File: config.mk
export PLATFORM = sky130hd
export DESIGN_NAME = rxeq_ctrl
export DESIGN_NICKNAME = d
export VERILOG_FILES = /design/src/hdl/rxeq_pkg.sv /design/src/hdl/rxeq_ctrl.sv /design/src/hdl/rxeq_sweep.sv
export SDC_FILE = /design/constraint.sdc
export NUM_CORES = 1
export LEC_CHECK = 0
export BUFFER_PORTS_ARGS = -buffer_cell sky130_fd_sc_hd__clkbuf_2
export CAP_MARGIN = 20
export CORE_MARGIN = 3
export CORE_UTILIZATION = 25
export DETAILED_ROUTE_END_ITERATION = 10
export SLEW_MARGIN = 20
export SYNTH_ARGS = -nofsm -noshare
export SYNTH_HDL_FRONTEND = slang
export SYNTH_SLANG_ARGS = --single-unit
File: constraint.sdc
create_clock -name ref_clk_i -period 12.5 [get_ports ref_clk_i]
set_clock_uncertainty 0.2 [all_clocks]
set_input_delay 0.625 -clock ref_clk_i [delete_from_list [all_inputs] [get_ports ref_clk_i]]
set_output_delay 0.625 -clock ref_clk_i [all_outputs]
set_load 0.01 [all_outputs]
File: src/hdl/rxeq_pkg.sv
// package: constants, register map and state types of the receiver eq select control
// How it works
// each receiver lane has its own setting
// connector straps give index, upper pin high
// host straps form index the same way
// register fields select index per lane
// sweep from zero to limit, keep best
// sweep limit resets to eight, nine indices
// sign zero adds offset to adapted index
// sign one subtracts offset from adapted index
// sum saturates at fifteen
// difference clamps at zero
// full adaptation in both modes, strap enable
// fast short channel uses lane field
// fast long channel uses long field
// eye height against programmable limits field
// fast adaptation only in register mode
// lane fields apply only with override set
// integrator tunes short and long fields
// transmitters reset to linear output mode
// four linearity settings, strap forces highest
// straps latched on enable rising edge
// mode strap picks strap or register mode
package rxeq_pkg;
	localparam int IDX_W = 4;
	localparam int DATA_W = 8;
	localparam int ADDR_W = 4;
	localparam int EYE_W = 8;
	localparam int LANES = 2;
	localparam int CNT_W = 16;

	// four-level strap codes
	typedef logic [1:0] rxeq_level_t;
	localparam rxeq_level_t LVL_0 = 2'h0;
	localparam rxeq_level_t LVL_R = 2'h1;
	localparam rxeq_level_t LVL_F = 2'h2;
	localparam rxeq_level_t LVL_1 = 2'h3;

	// register offsets
	localparam logic [ADDR_W-1:0] REG_CONN1_SEL = 4'h0;
	localparam logic [ADDR_W-1:0] REG_CONN2_SEL = 4'h1;
	localparam logic [ADDR_W-1:0] REG_HOST_SEL = 4'h2;
	localparam logic [ADDR_W-1:0] REG_LONG_SEL = 4'h3;
	localparam logic [ADDR_W-1:0] REG_CTRL = 4'h4;
	localparam logic [ADDR_W-1:0] REG_SWEEP = 4'h5;
	localparam logic [ADDR_W-1:0] REG_LIMITS = 4'h6;
	localparam logic [ADDR_W-1:0] REG_CONN1_OUT = 4'h8;
	localparam logic [ADDR_W-1:0] REG_CONN2_OUT = 4'h9;
	localparam logic [ADDR_W-1:0] REG_HOST_OUT = 4'hA;
	localparam logic [ADDR_W-1:0] REG_STATUS = 4'hB;

	// field positions
	localparam int CTRL_FULL_BIT = 0;
	localparam int CTRL_FAST_BIT = 1;
	localparam int CTRL_OVR_BIT = 2;
	localparam int CTRL_SIGN_BIT = 3;
	localparam int CTRL_LIN_LSB = 4;
	localparam int SWEEP_UPPER_LSB = 0;
	localparam int SWEEP_OFS_LSB = 4;
	localparam int LONG1_LSB = 0;
	localparam int LONG2_LSB = 4;

	// reset values and the top index
	localparam logic [IDX_W-1:0] RST_SWEEP_UPPER = 4'h8;
	localparam logic [EYE_W-1:0] RST_EYE_LIMITS = 8'h40;
	localparam logic [1:0] LIN_HIGHEST = 2'h3;
	localparam logic [IDX_W-1:0] IDX_MAX = 4'hF;

	// timing
	localparam int CLK_PERIOD_NS = 8;
	localparam int SETTLE_NS = 1000;
	localparam int SETTLE_CYC = (SETTLE_NS + CLK_PERIOD_NS - 1) / CLK_PERIOD_NS;

	// measurement bundle from the analog front end of one connector lane
	typedef struct packed {
		logic start;
		logic valid;
		logic [EYE_W-1:0] eye;
	} rxeq_meas_s;

	typedef enum logic [1:0] {SW_IDLE, SW_SETTLE, SW_MEASURE} rxeq_sweep_e;

	typedef struct packed {
		rxeq_sweep_e st;
		logic [CNT_W-1:0] cnt;
		logic [IDX_W-1:0] idx;
		logic [IDX_W-1:0] best;
		logic [EYE_W-1:0] best_eye;
		logic found;
	} rxeq_sweep_s;

	typedef struct packed {
		logic en_d;
		logic latched;
		rxeq_level_t mode;
		rxeq_level_t conn_hi;
		rxeq_level_t conn_lo;
		rxeq_level_t host_hi;
		rxeq_level_t host_lo;
		logic aeq_n;
		logic [LANES-1:0][IDX_W-1:0] conn_sel;
		logic [IDX_W-1:0] host_sel;
		logic [LANES-1:0][IDX_W-1:0] long_sel;
		logic full_en;
		logic fast_en;
		logic ovr;
		logic sign;
		logic [1:0] lin;
		logic [IDX_W-1:0] upper;
		logic [IDX_W-1:0] ofs;
		logic [EYE_W-1:0] limits;
		logic [LANES-1:0] fast_wait;
		logic [LANES-1:0] fast_short;
		logic [DATA_W-1:0] rdata;
		logic [LANES-1:0][IDX_W-1:0] conn_out;
		logic [IDX_W-1:0] host_out;
		logic [1:0] lin_out;
		logic linear;
	} rxeq_state_s;
endpackage

File: src/hdl/rxeq_ctrl.sv
// module: receiver eq select control top with strap latch and register port
`timescale 1ns/10ps
module rxeq_ctrl
	import rxeq_pkg::*;
#(
	parameter int SETTLE = SETTLE_CYC
)
(
	// clock and reset
	input wire logic ref_clk_i,
	input wire logic nrst_i,
	// enable pin, four-level straps and the two-level adaptive enable strap
	input wire logic en_i,
	input wire rxeq_level_t mode_strap_i,
	input wire rxeq_level_t conn_eq_strap_high_i,
	input wire rxeq_level_t conn_eq_strap_low_i,
	input wire rxeq_level_t host_eq_strap_high_i,
	input wire rxeq_level_t host_eq_strap_low_i,
	input wire logic adaptive_enable_n_strap_i,
	// register port
	input wire logic [ADDR_W-1:0] reg_addr_i,
	input wire logic [DATA_W-1:0] reg_wdata_i,
	input wire logic reg_wr_i,
	input wire logic reg_rd_i,
	output logic [DATA_W-1:0] reg_rdata_o,
	// connector lane measurements
	input wire rxeq_meas_s [LANES-1:0] conn_meas_i,
	// applied settings
	output logic [IDX_W-1:0] conn_rx1_eq_index_o,
	output logic [IDX_W-1:0] conn_rx2_eq_index_o,
	output logic [IDX_W-1:0] host_rx_eq_index_o,
	output logic [1:0] tx_linearity_o,
	output logic tx_linear_mode_o,
	output logic strap_bias_off_o,
	output logic mode_reserved_o
);
	logic [1:0] rst_sync_r;
	logic rst_n;
	rxeq_state_s s_r;
	rxeq_state_s s_nxt;
	logic [LANES-1:0] sw_busy;
	logic [LANES-1:0] sw_found;
	logic [LANES-1:0][IDX_W-1:0] sw_idx;
	logic [LANES-1:0] sw_start;
	logic [LANES-1:0] fast_start;
	logic reg_mode;
	logic full_on;

	// offset the adapted index, saturating at both ends instead of wrapping
	function automatic logic [IDX_W-1:0] adj_index(input logic [IDX_W-1:0] idx,
		input logic [IDX_W-1:0] amt, input logic sub);
		logic [IDX_W:0] sum;
		sum = {1'b0, idx} + {1'b0, amt};
		if (sub)
			adj_index = (amt > idx) ? '0 : IDX_W'(idx - amt);
		else if (sum > {1'b0, IDX_MAX})
			adj_index = IDX_MAX;
		else
			adj_index = sum[IDX_W-1:0];
	endfunction

	// two four-level strap digits make one index, the upper pin weighs four
	function automatic logic [IDX_W-1:0] strap_index(input rxeq_level_t hi,
		input rxeq_level_t lo);
		strap_index = {hi, lo};
	endfunction

	// reset release through two flops, assertion stays asynchronous
	always_ff @(posedge ref_clk_i or negedge nrst_i)
	begin
		if (!nrst_i)
			rst_sync_r <= 2'h0;
		else
			rst_sync_r <= {rst_sync_r[0], 1'b1};
	end
	assign rst_n = rst_sync_r[1];

	// register mode only once straps are latched and the mode strap reads F
	assign reg_mode = s_r.latched && (s_r.mode == LVL_F);
	assign full_on = s_r.latched && (reg_mode ? s_r.full_en : !s_r.aeq_n);

	// one sweep engine per connector lane keeps the lanes independent
	genvar gl;
	generate
		for (gl = 0; gl < LANES; gl++)
		begin : g_lane
			assign sw_start[gl] = conn_meas_i[gl].start && full_on;
			// fast path is gated off outside register mode
			assign fast_start[gl] = conn_meas_i[gl].start && !full_on && reg_mode &&
				s_r.fast_en && s_r.ovr;
			rxeq_sweep #(
				.SETTLE(SETTLE)
			) u_sweep (
				.clk_i(ref_clk_i),
				.rst_n_i(rst_n),
				.start_i(sw_start[gl]),
				.upper_i(s_r.upper),
				.eye_valid_i(conn_meas_i[gl].valid),
				.eye_i(conn_meas_i[gl].eye),
				.busy_o(sw_busy[gl]),
				.found_o(sw_found[gl]),
				.idx_o(sw_idx[gl])
			);
		end
	endgenerate

	// next state: strap latch, register writes, fast judgement, selection
	always_comb
	begin
		s_nxt = s_r;
		s_nxt.en_d = en_i;
		s_nxt.rdata = '0;
		// straps are caught once per enable rise; bias can then be switched off
		if (en_i && !s_r.en_d)
		begin
			s_nxt.latched = 1'b1;
			s_nxt.mode = mode_strap_i;
			s_nxt.conn_hi = conn_eq_strap_high_i;
			s_nxt.conn_lo = conn_eq_strap_low_i;
			s_nxt.host_hi = host_eq_strap_high_i;
			s_nxt.host_lo = host_eq_strap_low_i;
			s_nxt.aeq_n = adaptive_enable_n_strap_i;
		end
		// register writes
		if (reg_wr_i)
		begin
			case (reg_addr_i)
				REG_CONN1_SEL: s_nxt.conn_sel[0] = reg_wdata_i[IDX_W-1:0];
				REG_CONN2_SEL: s_nxt.conn_sel[1] = reg_wdata_i[IDX_W-1:0];
				REG_HOST_SEL: s_nxt.host_sel = reg_wdata_i[IDX_W-1:0];
				REG_LONG_SEL:
				begin
					s_nxt.long_sel[0] = reg_wdata_i[LONG1_LSB +: IDX_W];
					s_nxt.long_sel[1] = reg_wdata_i[LONG2_LSB +: IDX_W];
				end
				REG_CTRL:
				begin
					s_nxt.full_en = reg_wdata_i[CTRL_FULL_BIT];
					s_nxt.fast_en = reg_wdata_i[CTRL_FAST_BIT];
					s_nxt.ovr = reg_wdata_i[CTRL_OVR_BIT];
					s_nxt.sign = reg_wdata_i[CTRL_SIGN_BIT];
					s_nxt.lin = reg_wdata_i[CTRL_LIN_LSB +: 2];
				end
				REG_SWEEP:
				begin
					s_nxt.upper = reg_wdata_i[SWEEP_UPPER_LSB +: IDX_W];
					s_nxt.ofs = reg_wdata_i[SWEEP_OFS_LSB +: IDX_W];
				end
				REG_LIMITS: s_nxt.limits = reg_wdata_i;
				default:
				begin
				end
			endcase
		end
		// register reads; unmapped offsets and spare bits read zero
		if (reg_rd_i)
		begin
			case (reg_addr_i)
				REG_CONN1_SEL: s_nxt.rdata = DATA_W'(s_r.conn_sel[0]);
				REG_CONN2_SEL: s_nxt.rdata = DATA_W'(s_r.conn_sel[1]);
				REG_HOST_SEL: s_nxt.rdata = DATA_W'(s_r.host_sel);
				REG_LONG_SEL: s_nxt.rdata = {s_r.long_sel[1], s_r.long_sel[0]};
				REG_CTRL: s_nxt.rdata = {2'h0, s_r.lin, s_r.sign, s_r.ovr, s_r.fast_en,
					s_r.full_en};
				REG_SWEEP: s_nxt.rdata = {s_r.ofs, s_r.upper};
				REG_LIMITS: s_nxt.rdata = s_r.limits;
				REG_CONN1_OUT: s_nxt.rdata = DATA_W'(s_r.conn_out[0]);
				REG_CONN2_OUT: s_nxt.rdata = DATA_W'(s_r.conn_out[1]);
				REG_HOST_OUT: s_nxt.rdata = DATA_W'(s_r.host_out);
				REG_STATUS: s_nxt.rdata = {2'h0, s_r.latched, reg_mode, s_r.fast_short,
					sw_busy};
				default: s_nxt.rdata = '0;
			endcase
		end
		// fast adaptation: judge the first eye estimate after insertion
		for (int l = 0; l < LANES; l++)
		begin
			if (s_r.fast_wait[l] && conn_meas_i[l].valid)
			begin
				s_nxt.fast_wait[l] = 1'b0;
				s_nxt.fast_short[l] = (conn_meas_i[l].eye >= s_r.limits);
			end
			// a new insertion restarts the judgement, it wins over completion
			if (fast_start[l])
			begin
				s_nxt.fast_wait[l] = 1'b1;
				s_nxt.fast_short[l] = 1'b1;
			end
		end
		// connector lane selection, each lane on its own
		for (int l = 0; l < LANES; l++)
		begin
			if (!s_r.latched)
				s_nxt.conn_out[l] = '0;
			else if (full_on)
				s_nxt.conn_out[l] = sw_busy[l] ? sw_idx[l] :
					(sw_found[l] ? adj_index(sw_idx[l], s_r.ofs, s_r.sign) : '0);
			else if (reg_mode && s_r.ovr)
			begin
				if (s_r.fast_en && !s_r.fast_short[l])
					s_nxt.conn_out[l] = s_r.long_sel[l];
				else
					s_nxt.conn_out[l] = s_r.conn_sel[l];
			end
			else
				s_nxt.conn_out[l] = strap_index(s_r.conn_hi, s_r.conn_lo);
		end
		// host lane has fixed equalization only
		if (reg_mode && s_r.ovr)
			s_nxt.host_out = s_r.host_sel;
		else
			s_nxt.host_out = strap_index(s_r.host_hi, s_r.host_lo);
		// strap mode pins linearity at the top setting
		s_nxt.lin_out = reg_mode ? s_r.lin : LIN_HIGHEST;
		s_nxt.linear = 1'b1;
	end

	// state register; reset values give the default sweep and linearity
	always_ff @(posedge ref_clk_i or negedge rst_n)
	begin
		if (!rst_n)
		begin
			s_r <= '0;
			s_r.upper <= RST_SWEEP_UPPER;
			s_r.limits <= RST_EYE_LIMITS;
			s_r.lin <= LIN_HIGHEST;
			s_r.lin_out <= LIN_HIGHEST;
			s_r.linear <= 1'b1;
			s_r.fast_short <= '1;
		end
		else
			s_r <= s_nxt;
	end

	// outputs straight from the state register
	assign reg_rdata_o = s_r.rdata;
	assign conn_rx1_eq_index_o = s_r.conn_out[0];
	assign conn_rx2_eq_index_o = s_r.conn_out[1];
	assign host_rx_eq_index_o = s_r.host_out;
	assign tx_linearity_o = s_r.lin_out;
	assign tx_linear_mode_o = s_r.linear;
	assign strap_bias_off_o = s_r.latched;
	assign mode_reserved_o = s_r.latched && (s_r.mode == LVL_R || s_r.mode == LVL_1);
endmodule

File: src/hdl/rxeq_sweep.sv
// module: full adaptation sweep engine for one connector receiver
`timescale 1ns/10ps
module rxeq_sweep
	import rxeq_pkg::*;
#(
	parameter int SETTLE = SETTLE_CYC
)
(
	// clock and reset
	input wire logic clk_i,
	input wire logic rst_n_i,
	// control
	input wire logic start_i,
	input wire logic [IDX_W-1:0] upper_i,
	// eye estimate
	input wire logic eye_valid_i,
	input wire logic [EYE_W-1:0] eye_i,
	// result
	output logic busy_o,
	output logic found_o,
	output logic [IDX_W-1:0] idx_o
);
	localparam logic [CNT_W-1:0] SETTLE_LOAD = CNT_W'(SETTLE - 1);

	rxeq_sweep_s s_r;
	rxeq_sweep_s s_nxt;

	// step the index upward, give each setting time to settle, then judge it
	always_comb
	begin
		s_nxt = s_r;
		case (s_r.st)
			SW_IDLE:
			begin
			end
			SW_SETTLE:
			begin
				if (s_r.cnt == '0)
					s_nxt.st = SW_MEASURE;
				else
					s_nxt.cnt = s_r.cnt - 1'b1;
			end
			SW_MEASURE:
			begin
				if (eye_valid_i)
				begin
					// strict compare keeps the lowest index on a tie
					if (s_r.idx == '0 || eye_i > s_r.best_eye)
					begin
						s_nxt.best = s_r.idx;
						s_nxt.best_eye = eye_i;
					end
					if (s_r.idx >= upper_i)
					begin
						s_nxt.st = SW_IDLE;
						s_nxt.found = 1'b1;
					end
					else
					begin
						s_nxt.idx = s_r.idx + 1'b1;
						s_nxt.cnt = SETTLE_LOAD;
						s_nxt.st = SW_SETTLE;
					end
				end
			end
			default:
				s_nxt.st = SW_IDLE;
		endcase
		// a new insertion restarts the sweep from the lowest setting
		if (start_i)
		begin
			s_nxt.st = SW_SETTLE;
			s_nxt.idx = '0;
			s_nxt.cnt = SETTLE_LOAD;
			s_nxt.found = 1'b0;
		end
	end

	always_ff @(posedge clk_i or negedge rst_n_i)
	begin
		if (!rst_n_i)
			s_r <= '0;
		else
			s_r <= s_nxt;
	end

	assign busy_o = (s_r.st != SW_IDLE);
	assign found_o = s_r.found;
	assign idx_o = busy_o ? s_r.idx : s_r.best;
endmodule

==> metrics.md, run 1 <==
| Metric | Value |
|---|---|
| PwrDens | 168 mW/mm^2 |
| Int Pwr | 1.12 mW |
| Fill cells | approximately 3800 |
| Vias in the first global route | 7085 |
| Outcome | complete, no violations |
| FF-to-FF setup slack | 9.16 ns |
| Setup crit start kind | flip-flop |
| Critical Path AT | 3.45 ns |
| Clock-pin slew of the registers on the worst-case setup and hold paths | 0.06 ns |
| DRC errors left | 0 |
| Sequential area share after synthesis | 0.411 |
| Final core occ | 0.290 |
| Setup Fix Bufs, Post-CTS | 0 |
| Headroom to the max-slew limit | 0.322 |
| Seq pwr share | 0.400 |
| Slew @ Worst Pin | 1.02 ns |
| Synth top area cells | dfrtp_1, mux2_2, ha_1 |
| Pin count of the biggest net entering global routing | 80 |
| Starting Density | 0.254 |
| P&R area growth vs syn | 13.8% |
| Post-route ant nets | 0 |
| Post-synth cell types | 72 |
| Gr ovfl total | 0 |
| Warning count from the yosys run | 0 |
| First-iteration detailed-routing DRC count | 388 |
| RD Place Congestion | slightly below 0.9 |
| Clk buf depth | 2 |
| Min cycle time layout | 3.34 ns |
| Post-synth top cells | dfrtp_1, mux2_2, ha_1, inv_1, nand2_1 |
| Hold Fails Final Rpt | 0 |
| Crit Path Category | reg -> reg |
| Vias/cell | 4.99 |
| Final Cycle Share | 0.267 |
| Critical Path RT | 12.61 ns |
| Yosys reg bits | 153 |
| Clock Sink Count | 153 |
| Setup violations, final | 0 |
| DRT Pass-1 Iters | 5 |
| Sw frac | 0.375 |
| Rows | 70 |
| CTS root buffer | clkbuf_16 |
| Via count | between 7000 and 8000 |
| Cell area after synthesis | ~0.0093 mm^2 |
| First-pass GRT wire length | between 30000 and 40000 um |
| CTS tree | done |
| WL final | 25400 um |
| Max Freq | 0.299 GHz |
| LEAKAGE | 4.64 nW |
| Ys flop type | dfrtp_1 |
| Number of synthesized flops with an enable pin | 0 |
| CTS Buf Count | 17 |
| WL per Instance | about 18 um |
| H-tree level count | 4 |
| VDD IR max | 0.0867 mV |
| Syn_area_per_cell | between 10 and 15 um^2 |
| Layout Nets | around 1100 |
| Core footprint | 0.0367 mm^2 |
| Area leader, netlist | dfrtp_1 |
| HPWL Detailed | 19100 um |
| Initial antenna violation count | 1 |
| Port bufs | 71 |
| Post-synthesis instance total | 930 |
| R2r endpoint | g_lane[0].u_sweep.s_r[21] |
| Max_cap viols | 0 |
| Clock share of power | 0.287 |
| Clock latency on the worst-skew pair | 0.44 ns |
| Setup TNS | 0 ns |
| RSZ-0062 raised after global routing | false |
| Sw power | between 600 and 700 uW |
| Hold Path Class | reg -> async |
| Die W | about 200 um |
| Worst r2r path cells | 7 |
| Die ar. | 0.0397 mm^2 |
| Pwr Total | 1.79 mW |
| Synth async-reset ratio | 1.00 |
| Share of the synthesized area in the top cell type | 0.389 |
| Die height | approximately 200 um |
| Top Ports | 73 |
| Most frequent cell after synthesis | dfrtp_1 |
| Total Routing Usage GR | 0.130 |
| Combinational cell fraction of total power | 0.313 |
| Placed insts | approximately 1400 |
| CP max FO | 26 |
| Element type at the critical path end | flip-flop |
| Post-CTS Hold Buffers | 1 |
| Post-CTS sizing | 0 |
| Worst r2r src | g_lane[0].u_sweep.s_r[17] |
| Final max-slew violation count | 0 |
| Share of layout cells above drive strength 1 | 0.228 |
| Final cell count without fillers | 1451 |
## area by class of cell
class	instances	area, um^2	share of cell area
multi-input combinational	652	4950	0.466
sequential	153	3840	0.362
tap	468	586	0.0551
clock buffer	17	425	0.0400
timing repair buffer	77	423	0.0398
inverter	68	255	0.0240
clock inverter	15	144	0.0135
antenna	1	2.50	0.000235
## through the flow
step	area (um^2)	setup WS, ns	hold slack, ns
after floorplan	9340	7.74	0.129
after global placement	10000	9.31	0.134
after detailed placement	10000	9.21	0.136
after CTS	10600	9.20	0.0955
after global routing	10600	9.00	0.0562
final	10600	9.16	0.0258
## kinds of logic after synthesis
logic type,after synthesis,share of synthesized area
and+or+nand+nor,248,0.141
buffers and inverters,126,0.0611
xor gates and xnor gates,9,0.00844
adders and majority gates,72,0.0997
DFF,153,0.411
muxes,94,0.111
other,1,0.000402
AOI/OAI and AO/OA,227,0.167
## per-layer routing
metal	share of wire	track usage
met1	0.46	0.170
met2	0.47	0.211
met3	0.049	0.0273
met4	0.022	0.0487
met5	0	0
## worst max path at each step
stage | start | to | slack [ns] | cells after the start
after global placement | g_lane[0].u_sweep.s_r[17] | g_lane[0].u_sweep.s_r[21] | 9.31 | 7
after global routing | g_lane[0].u_sweep.s_r[17] | g_lane[0].u_sweep.s_r[21] | 9.00 | 7
final | g_lane[0].u_sweep.s_r[17] | g_lane[0].u_sweep.s_r[21] | 9.16 | 7
after detailed placement | g_lane[0].u_sweep.s_r[17] | g_lane[0].u_sweep.s_r[21] | 9.21 | 7
after CTS | g_lane[0].u_sweep.s_r[17] | g_lane[0].u_sweep.s_r[21] | 9.20 | 7
after floorplan | rst_sync_r[1] | conn_rx1_eq_index_o[0] | 7.74 | 0
## sequential cells by signal, summed over array words and instances, names as in the netlist
signal and flops:
host_rx_eq_index_o 4, reg_rdata_o 8, s_r 58, strap_bias_off_o 1
tx_linearity_o 2, rst_sync_r 2, g_lane.u_sweep.s_r 68, conn_rx2_eq_index_o 4
conn_rx1_eq_index_o 4, g_lane.u_sweep.found_o 2
## power by group through the flow
stage,combinational [mW],clock [mW],sequential (mW)
2_1_floorplan,0.440,0,0.680
3_3_place_gp,0.539,0,0.722
3_5_place_dp,0.551,0,0.727
4_1_cts,0.556,0.524,0.718
5_1_grt,0.633,0.545,0.729
6_report,0.559,0.513,0.715
## worst max-delay path, stage by stage, from the launching register on
cell     delay [ns]
dfrtp_1        0.42
inv_1          0.08
ha_1           0.20
or3b_2         0.52
or4_4          0.57
o21ai_4        0.50
o21ai_1        0.29
or3_1          0.43
## cells in the final DEF (no fill, tap or decap), types with 5 or more instances in the layout
cell	count
a211oi_1	7
a21o_1	9
a21oi_1	50
a31oi_1	13
a32oi_1	6
and2_1	5
clkbuf_16	17
clkbuf_2	71
clkinv_4	5
dfrtp_1	144
dfstp_2	8
ha_1	68
inv_1	68
mux2_2	79
mux2i_1	15
nand2_1	56
nand2b_1	13
nand3_1	13
nand3b_1	7
nand4_1	10
nor2_1	45
nor2b_1	17
nor3_1	26
nor3b_1	9
nor4_1	6
o211ai_1	10
o21a_1	10
o21ai_0	42
o31ai_1	19
o41ai_1	5
or3_1	9
or4_1	5
or4_2	6
xor2_1	6
Note: power is estimated with default switching activity, not from simulation.
==> run 2, diff against run 1 <==
clock period = 3.2 ns   (was 12.5 ns; I/O delays follow)
==> metrics.md, run 2 (synthesized netlist as in run 1, its figures left out) <==
| Metric | Value |
|---|---|
| Most flop-heavy register | g_lane.u_sweep.s_r |
| Port bufs | 71 |
| Total Routing Usage GR | 0.132 |
| Max_cap viols | 0 |
| Rows | 70 |
| Final Cycle Share | 0.937 |
| Worst path bufs/invs | 1 |
| Crit path from | g_lane[0].u_sweep.s_r[34] |
| CP max stage cell | fa_1 |
| Outcome | complete, no violations |
| CP max FO | 10 |
| Worst r2r path cells | 10 |
| CP Cell Sequence | inv_1, ha_1, o21ai_0, ha_1, fa_1, nand2b_1, a21oi_1, nor3_1, a21oi_1, a221o_1 |
| CP top delay family | adder cells |
| Clock Sink Count | 153 |
| Final cell count without fillers | 1509 |
| Starting Density | 0.254 |
| Gr ovfl total | 0 |
| Cell count along the critical path | 10 |
| Highest-count cells in the layout ignoring fill and taps | dfrtp_1, mux2_2, clkbuf_2, inv_1, ha_1 |
| Clock-pin slew of the registers on the worst-case setup and hold paths | 0.07 ns |
| CTS Buf Count | 17 |
| First-iteration detailed-routing DRC count | 630 |
| H-tree level count | 4 |
| Final max-slew violation count | 0 |
| Setup violations, final | 0 |
| Most common cell after layout, fill and taps aside | dfrtp_1 |
| Clk buf depth | 2 |
| Pin count of the biggest net entering global routing | between 150 and 200 |
| PwrDens | 646 mW/mm^2 |
| Vias in the first global route | 7366 |
| Hold Path Class | in -> reg |
| R2r endpoint | conn_rx1_eq_index_o[2] |
| WL per Instance | around 17 um |
| CP Capture Point | conn_rx1_eq_index_o[2] |
| LEAKAGE | 4.94 nW |
| HPWL Detailed | 19400 um |
| VDD IR max | 0.285 mV |
| Share of layout cells above drive strength 1 | 0.231 |
| RD Place Congestion | 0.830 |
| Headroom to the max-slew limit | 0.346 |
| Core footprint | 0.0367 mm^2 |
| Worst r2r src | g_lane[0].u_sweep.s_r[34] |
| Via count | ~7500 |
| WL final | roughly 26000 um |
| CTS root buffer | clkbuf_16 |
| P&R area growth vs syn | 20.2% |
| DRC errors left | 0 |
| Slew @ Worst Pin | 0.978 ns |
| Die ar. | between 0.03 and 0.04 mm^2 |
| Crit path largest cell delay | about 0.43 ns |
| Setup Fix Bufs, Post-CTS | 0 |
| Vias/cell | a little under 5 |
| Min cycle time layout | around 3 ns |
| Diode count | 0 |
| First-pass GRT wire length | 41300 um |
| Critical Path RT | 3.32 ns |
| Die height | 199 um |
| Element type at the critical path end | flip-flop |
| Initial antenna violation count | 0 |
| Layout Nets | between 1000 and 1500 |
| Die W | ~200 um |
| Largest register FFs | 68 |
| Placed insts | approximately 1400 |
| FF-to-FF setup slack | approximately 0.2 ns |
| Post-route ant nets | 0 |
| Setup crit start kind | flip-flop |
| DRT Pass-1 Iters | 5 |
| Top Ports | 73 |
| Clock latency on the worst-skew pair | 0.44 ns |
| Setup TNS | 0 ns |
| Hold Fails Final Rpt | 0 |
| Crit Path Category | reg -> reg |
| Max Freq | between 0.3 and 0.4 GHz |
| RSZ-0062 raised after global routing | false |
| Pwr Total | 7.25 mW |
| CTS tree | done |
| Critical Path AT | 3.12 ns |
-- run 2: cell count changes in the layout (fill, tap and decap cells not counted) --
| cell | before | now |
|---|---|---|
| diode_2 | 1 | 0 |
| inv_8 | 0 | 4 |
| buf_12 | 0 | 1 |
| clkinvlp_4 | 4 | 0 |
| o21ai_1 | 1 | 2 |
| clkinv_8 | 0 | 1 |
| o21ai_0 | 42 | 41 |
| dlygate4sd3_1 | 1 | 43 |
| buf_4 | 4 | 21 |
| bufinv_16 | 1 | 3 |
| nor2b_2 | 1 | 0 |
| buf_16 | 1 | 0 |
| nor2b_1 | 17 | 18 |
| clkinv_4 | 5 | 2 |
-- run 2: repair_timing --
action / CTS / global route
hold endpoints to repair: 84 / 0
endpoints found under the setup margin: 0 / 1
resized for setup: 0 / 1
hold buffers: 43 / 0
-- run 2: metrics by stage --
stage | hold WS [ns] | utilization | cell area, um^2 | setup slack [ns]
after CTS | 0.00945 | 0.306 | 11200 | 0.142
after detailed placement | -0.247 | 0.277 | 10200 | 0.227
final | 0.00759 | 0.306 | 11200 | 0.202
after global placement | -0.253 | 0.277 | 10200 | 0.297
after global routing | 0.0195 | 0.306 | 11200 | 0.0169
after floorplan | -0.336 | - | 9340 | 0.443
-- run 2: worst min-delay path by stage --
stage / start / endpoint / slack (ns) / cells past startpoint
after floorplan: nrst_i / rst_sync_r[0] / -0.34 / 0
after global placement: nrst_i / rst_sync_r[0] / -0.25 / 1
after detailed placement: nrst_i / rst_sync_r[0] / -0.25 / 1
after CTS: conn_meas_i[9] / g_lane[0].u_sweep.s_r[33] / 0.009 / 3
after global routing: conn_meas_i[9] / g_lane[0].u_sweep.found_o / 0.02 / 3
final: conn_meas_i[9] / g_lane[0].u_sweep.s_r[33] / 0.008 / 3
-- run 2: final cells by class --
type | count | area (um^2)
inverter | 68 | 255
multi-input combinational | 652 | 4950
fill | 3745 | 25500
timing repair buffer | 136 | 963
clock inverter | 15 | 209
sequential | 153 | 3840
clock buffer | 17 | 425
tap | 468 | 586
-- run 2: worst register-to-register path, stage by stage (launching register included) --
cell and delay (ns):
dfrtp_1 0.39, inv_1 0.10, ha_1 0.41, o21ai_0 0.20
ha_1 0.27, fa_1 0.43, nand2b_1 0.11, a21oi_1 0.11
nor3_1 0.20, a21oi_1 0.11, a221o_1 0.36
-- run 2: power by group --
| part | total (mW) | internal [mW] | switching [mW] |
|---|---|---|---|
| registers | 2.78 | 2.35 | 0.424 |
| clock network | 2.20 | 1.27 | 0.931 |
| logic | 2.27 | 0.995 | 1.28 |
-- run 2: per-layer routing --
metal  track usage  wire length, um  up-vias
met5             0                0        -
met4        0.0396              545        0
met3        0.0243             1040       44
met2         0.219            12400      194
met1         0.177            11800     3686
li1              -                -     3583
==> run 3, diff against run 2 <==
CORE_UTILIZATION = 66   (was 25)
PLACE_DENSITY = 0.87   (was not set)
clock period = 3.54 ns   (was 3.2 ns; I/O delays follow)
==> metrics.md, run 3 (synthesized netlist as in run 1, its figures left out) <==
| Metric | Value |
|---|---|
| Outcome | complete, but fails checks |
| Failing checks | DRC |
| Headroom to the max-slew limit | 0.363 |
| Worst r2r src | g_lane[0].u_sweep.s_r[33] |
| Pin count of the biggest net entering global routing | 71 |
| CP Capture Point | conn_rx1_eq_index_o[1] |
| Slew @ Worst Pin | 0.955 ns |
| Setup TNS | 0 ns |
| Total Routing Usage GR | 0.324 |
| WHS | 0.0666 ns |
| Initial antenna violation count | 0 |
| Layout Nets | 1139 |
| Clock Sink Count | 153 |
| Diode count | 0 |
| Crit Path Category | reg -> reg |
| First-pass GRT wire length | roughly 41000 um |
| Crit path from | g_lane[0].u_sweep.s_r[33] |
| Fill cells | ~840 |
| Top Ports | 73 |
| Port bufs | 71 |
| Vias in the first global route | 7888 |
| LEAKAGE | slightly below 5 nW |
| Highest-count cells in the layout ignoring fill and taps | dfrtp_1, mux2_2, clkbuf_2, inv_1, ha_1 |
| Worst Setup Slack post-DPL | 0.501 ns |
| PwrDens | ~600 mW/mm^2 |
| DRC errors left | 1 |
| Clock latency on the worst-skew pair | 0.44 ns |
| Min cycle time layout | 3.06 ns |
| Setup crit start kind | flip-flop |
| Met3 Routed Length | 2000 um |
| FF-to-FF setup slack | 0.48 ns |
| WL met2 | around 11000 um |
| Hold Path Class | in -> reg |
| Max_cap viols | 0 |
| Die height | 125 um |
| WL per Instance | 20.2 um |
| DRT Pass-1 Iters | 11 |
| Core footprint | 0.0136 mm^2 |
| RSZ-0062 raised after global routing | false |
| Element type at the critical path end | flip-flop |
| Max Freq | 0.326 GHz |
| Gr ovfl total | 0 |
| Vias/cell | 6.49 |
| CTS Buf Count | 17 |
| Clock-pin slew of the registers on the worst-case setup and hold paths | about 0.060 ns |
| Post-CTS sizing | 0 |
| Via count | about 7800 |
| R2r endpoint | conn_rx1_eq_index_o[1] |
| VDD IR max | 0.467 mV |
| Most flop-heavy register | g_lane.u_sweep.s_r |
| Post-route ant nets | 0 |
| CP max FO | 10 |
| Final max-slew violation count | 0 |
| CTS tree | done |
| Post-DP Area | between 0.009 and 0.01 mm^2 |
| Share of layout cells above drive strength 1 | 0.223 |
| Top routing layer in use | met4 |
| H-tree level count | 4 |
| Worst r2r path cells | 10 |
| WL final | roughly 24000 um |
| CTS root buffer | clkbuf_16 |
| Final setup margin | between 0.4 and 0.5 ns |
| Hold_sp | conn_meas_i[19] |
| Rows | 42 |
| Setup Fix Bufs, Post-CTS | 0 |
| RD Place Congestion | 0.961 |
| Critical Path AT | 3.19 ns |
| Critical Path RT | 3.67 ns |
| Final Cycle Share | 0.865 |
| Hold Fails Final Rpt | 0 |
| Largest register FFs | 68 |
| Setup violations, final | 0 |
| Most common cell after layout, fill and taps aside | dfrtp_1 |
| HPWL Detailed | ~17000 um |
| Clk buf depth | 2 |
| Die ar. | 0.0156 mm^2 |
| P&R area growth vs syn | 15.3% |
| First-iteration detailed-routing DRC count | 964 |
| Wl on met1 | 9980 um |
| Die W | 125 um |
| Final Cell Area | 0.0108 mm^2 |
| Post-CTS Hold Buffers | 44 |
| Starting Density | 0.689 |
[run 3: report_power, final]
part           leakage [nW]  internal (mW)  switching [mW]
Combinational          2.67          0.886            1.17
Clock                 0.292           1.11           0.729
Sequential             1.91           2.13           0.405
[run 3: stage by stage]
step | power (mW) | std cells | util
floorplan | 3.96 | 931 | -
global placement | 4.39 | 1132 | 0.717
detailed placement | 4.47 | 1132 | 0.717
CTS | 6.36 | 1208 | 0.794
global route | 6.81 | 1208 | 0.794
finish | 6.44 | 1208 | 0.794
[run 3: area by class of cell]
class | count | area (um^2) | share of cell area
timing repair buffer | 127 | 898 | 0.0834
multi-input combinational | 652 | 4950 | 0.460
clock inverter | 10 | 116 | 0.0108
clock buffer | 22 | 484 | 0.0450
sequential | 153 | 3840 | 0.357
inverter | 68 | 255 | 0.0237
tap | 176 | 220 | 0.0205
[run 3: worst max-delay path, stage by stage (launching register included)]
cell and delay, ns:
dfrtp_1 0.37, inv_1 0.07, ha_1 0.35, o21ai_0 0.63, inv_1 0.14, fa_1 0.45
nor2b_1 0.13, o21ai_0 0.10, nor2b_1 0.16, o21a_1 0.16, o31ai_1 0.20
[run 3: routing by layer]
layer	track usage	up-vias
li1	-	3568
met1	0.424	3739
met2	0.514	433
met3	0.0819	99
met4	0.144	0
met5	0	-
[run 3: worst min path at each step]
| stage | depth (start not counted) | slack (ns) | to |
|---|---|---|---|
| floorplan | 0 | -0.32 | rst_sync_r[0] |
| global route | 4 | 0.09 | s_r[24] |
| detailed placement | 1 | -0.24 | rst_sync_r[0] |
| finish | 4 | 0.07 | s_r[24] |
| global placement | 1 | -0.24 | rst_sync_r[0] |
| CTS | 4 | 0.06 | s_r[24] |
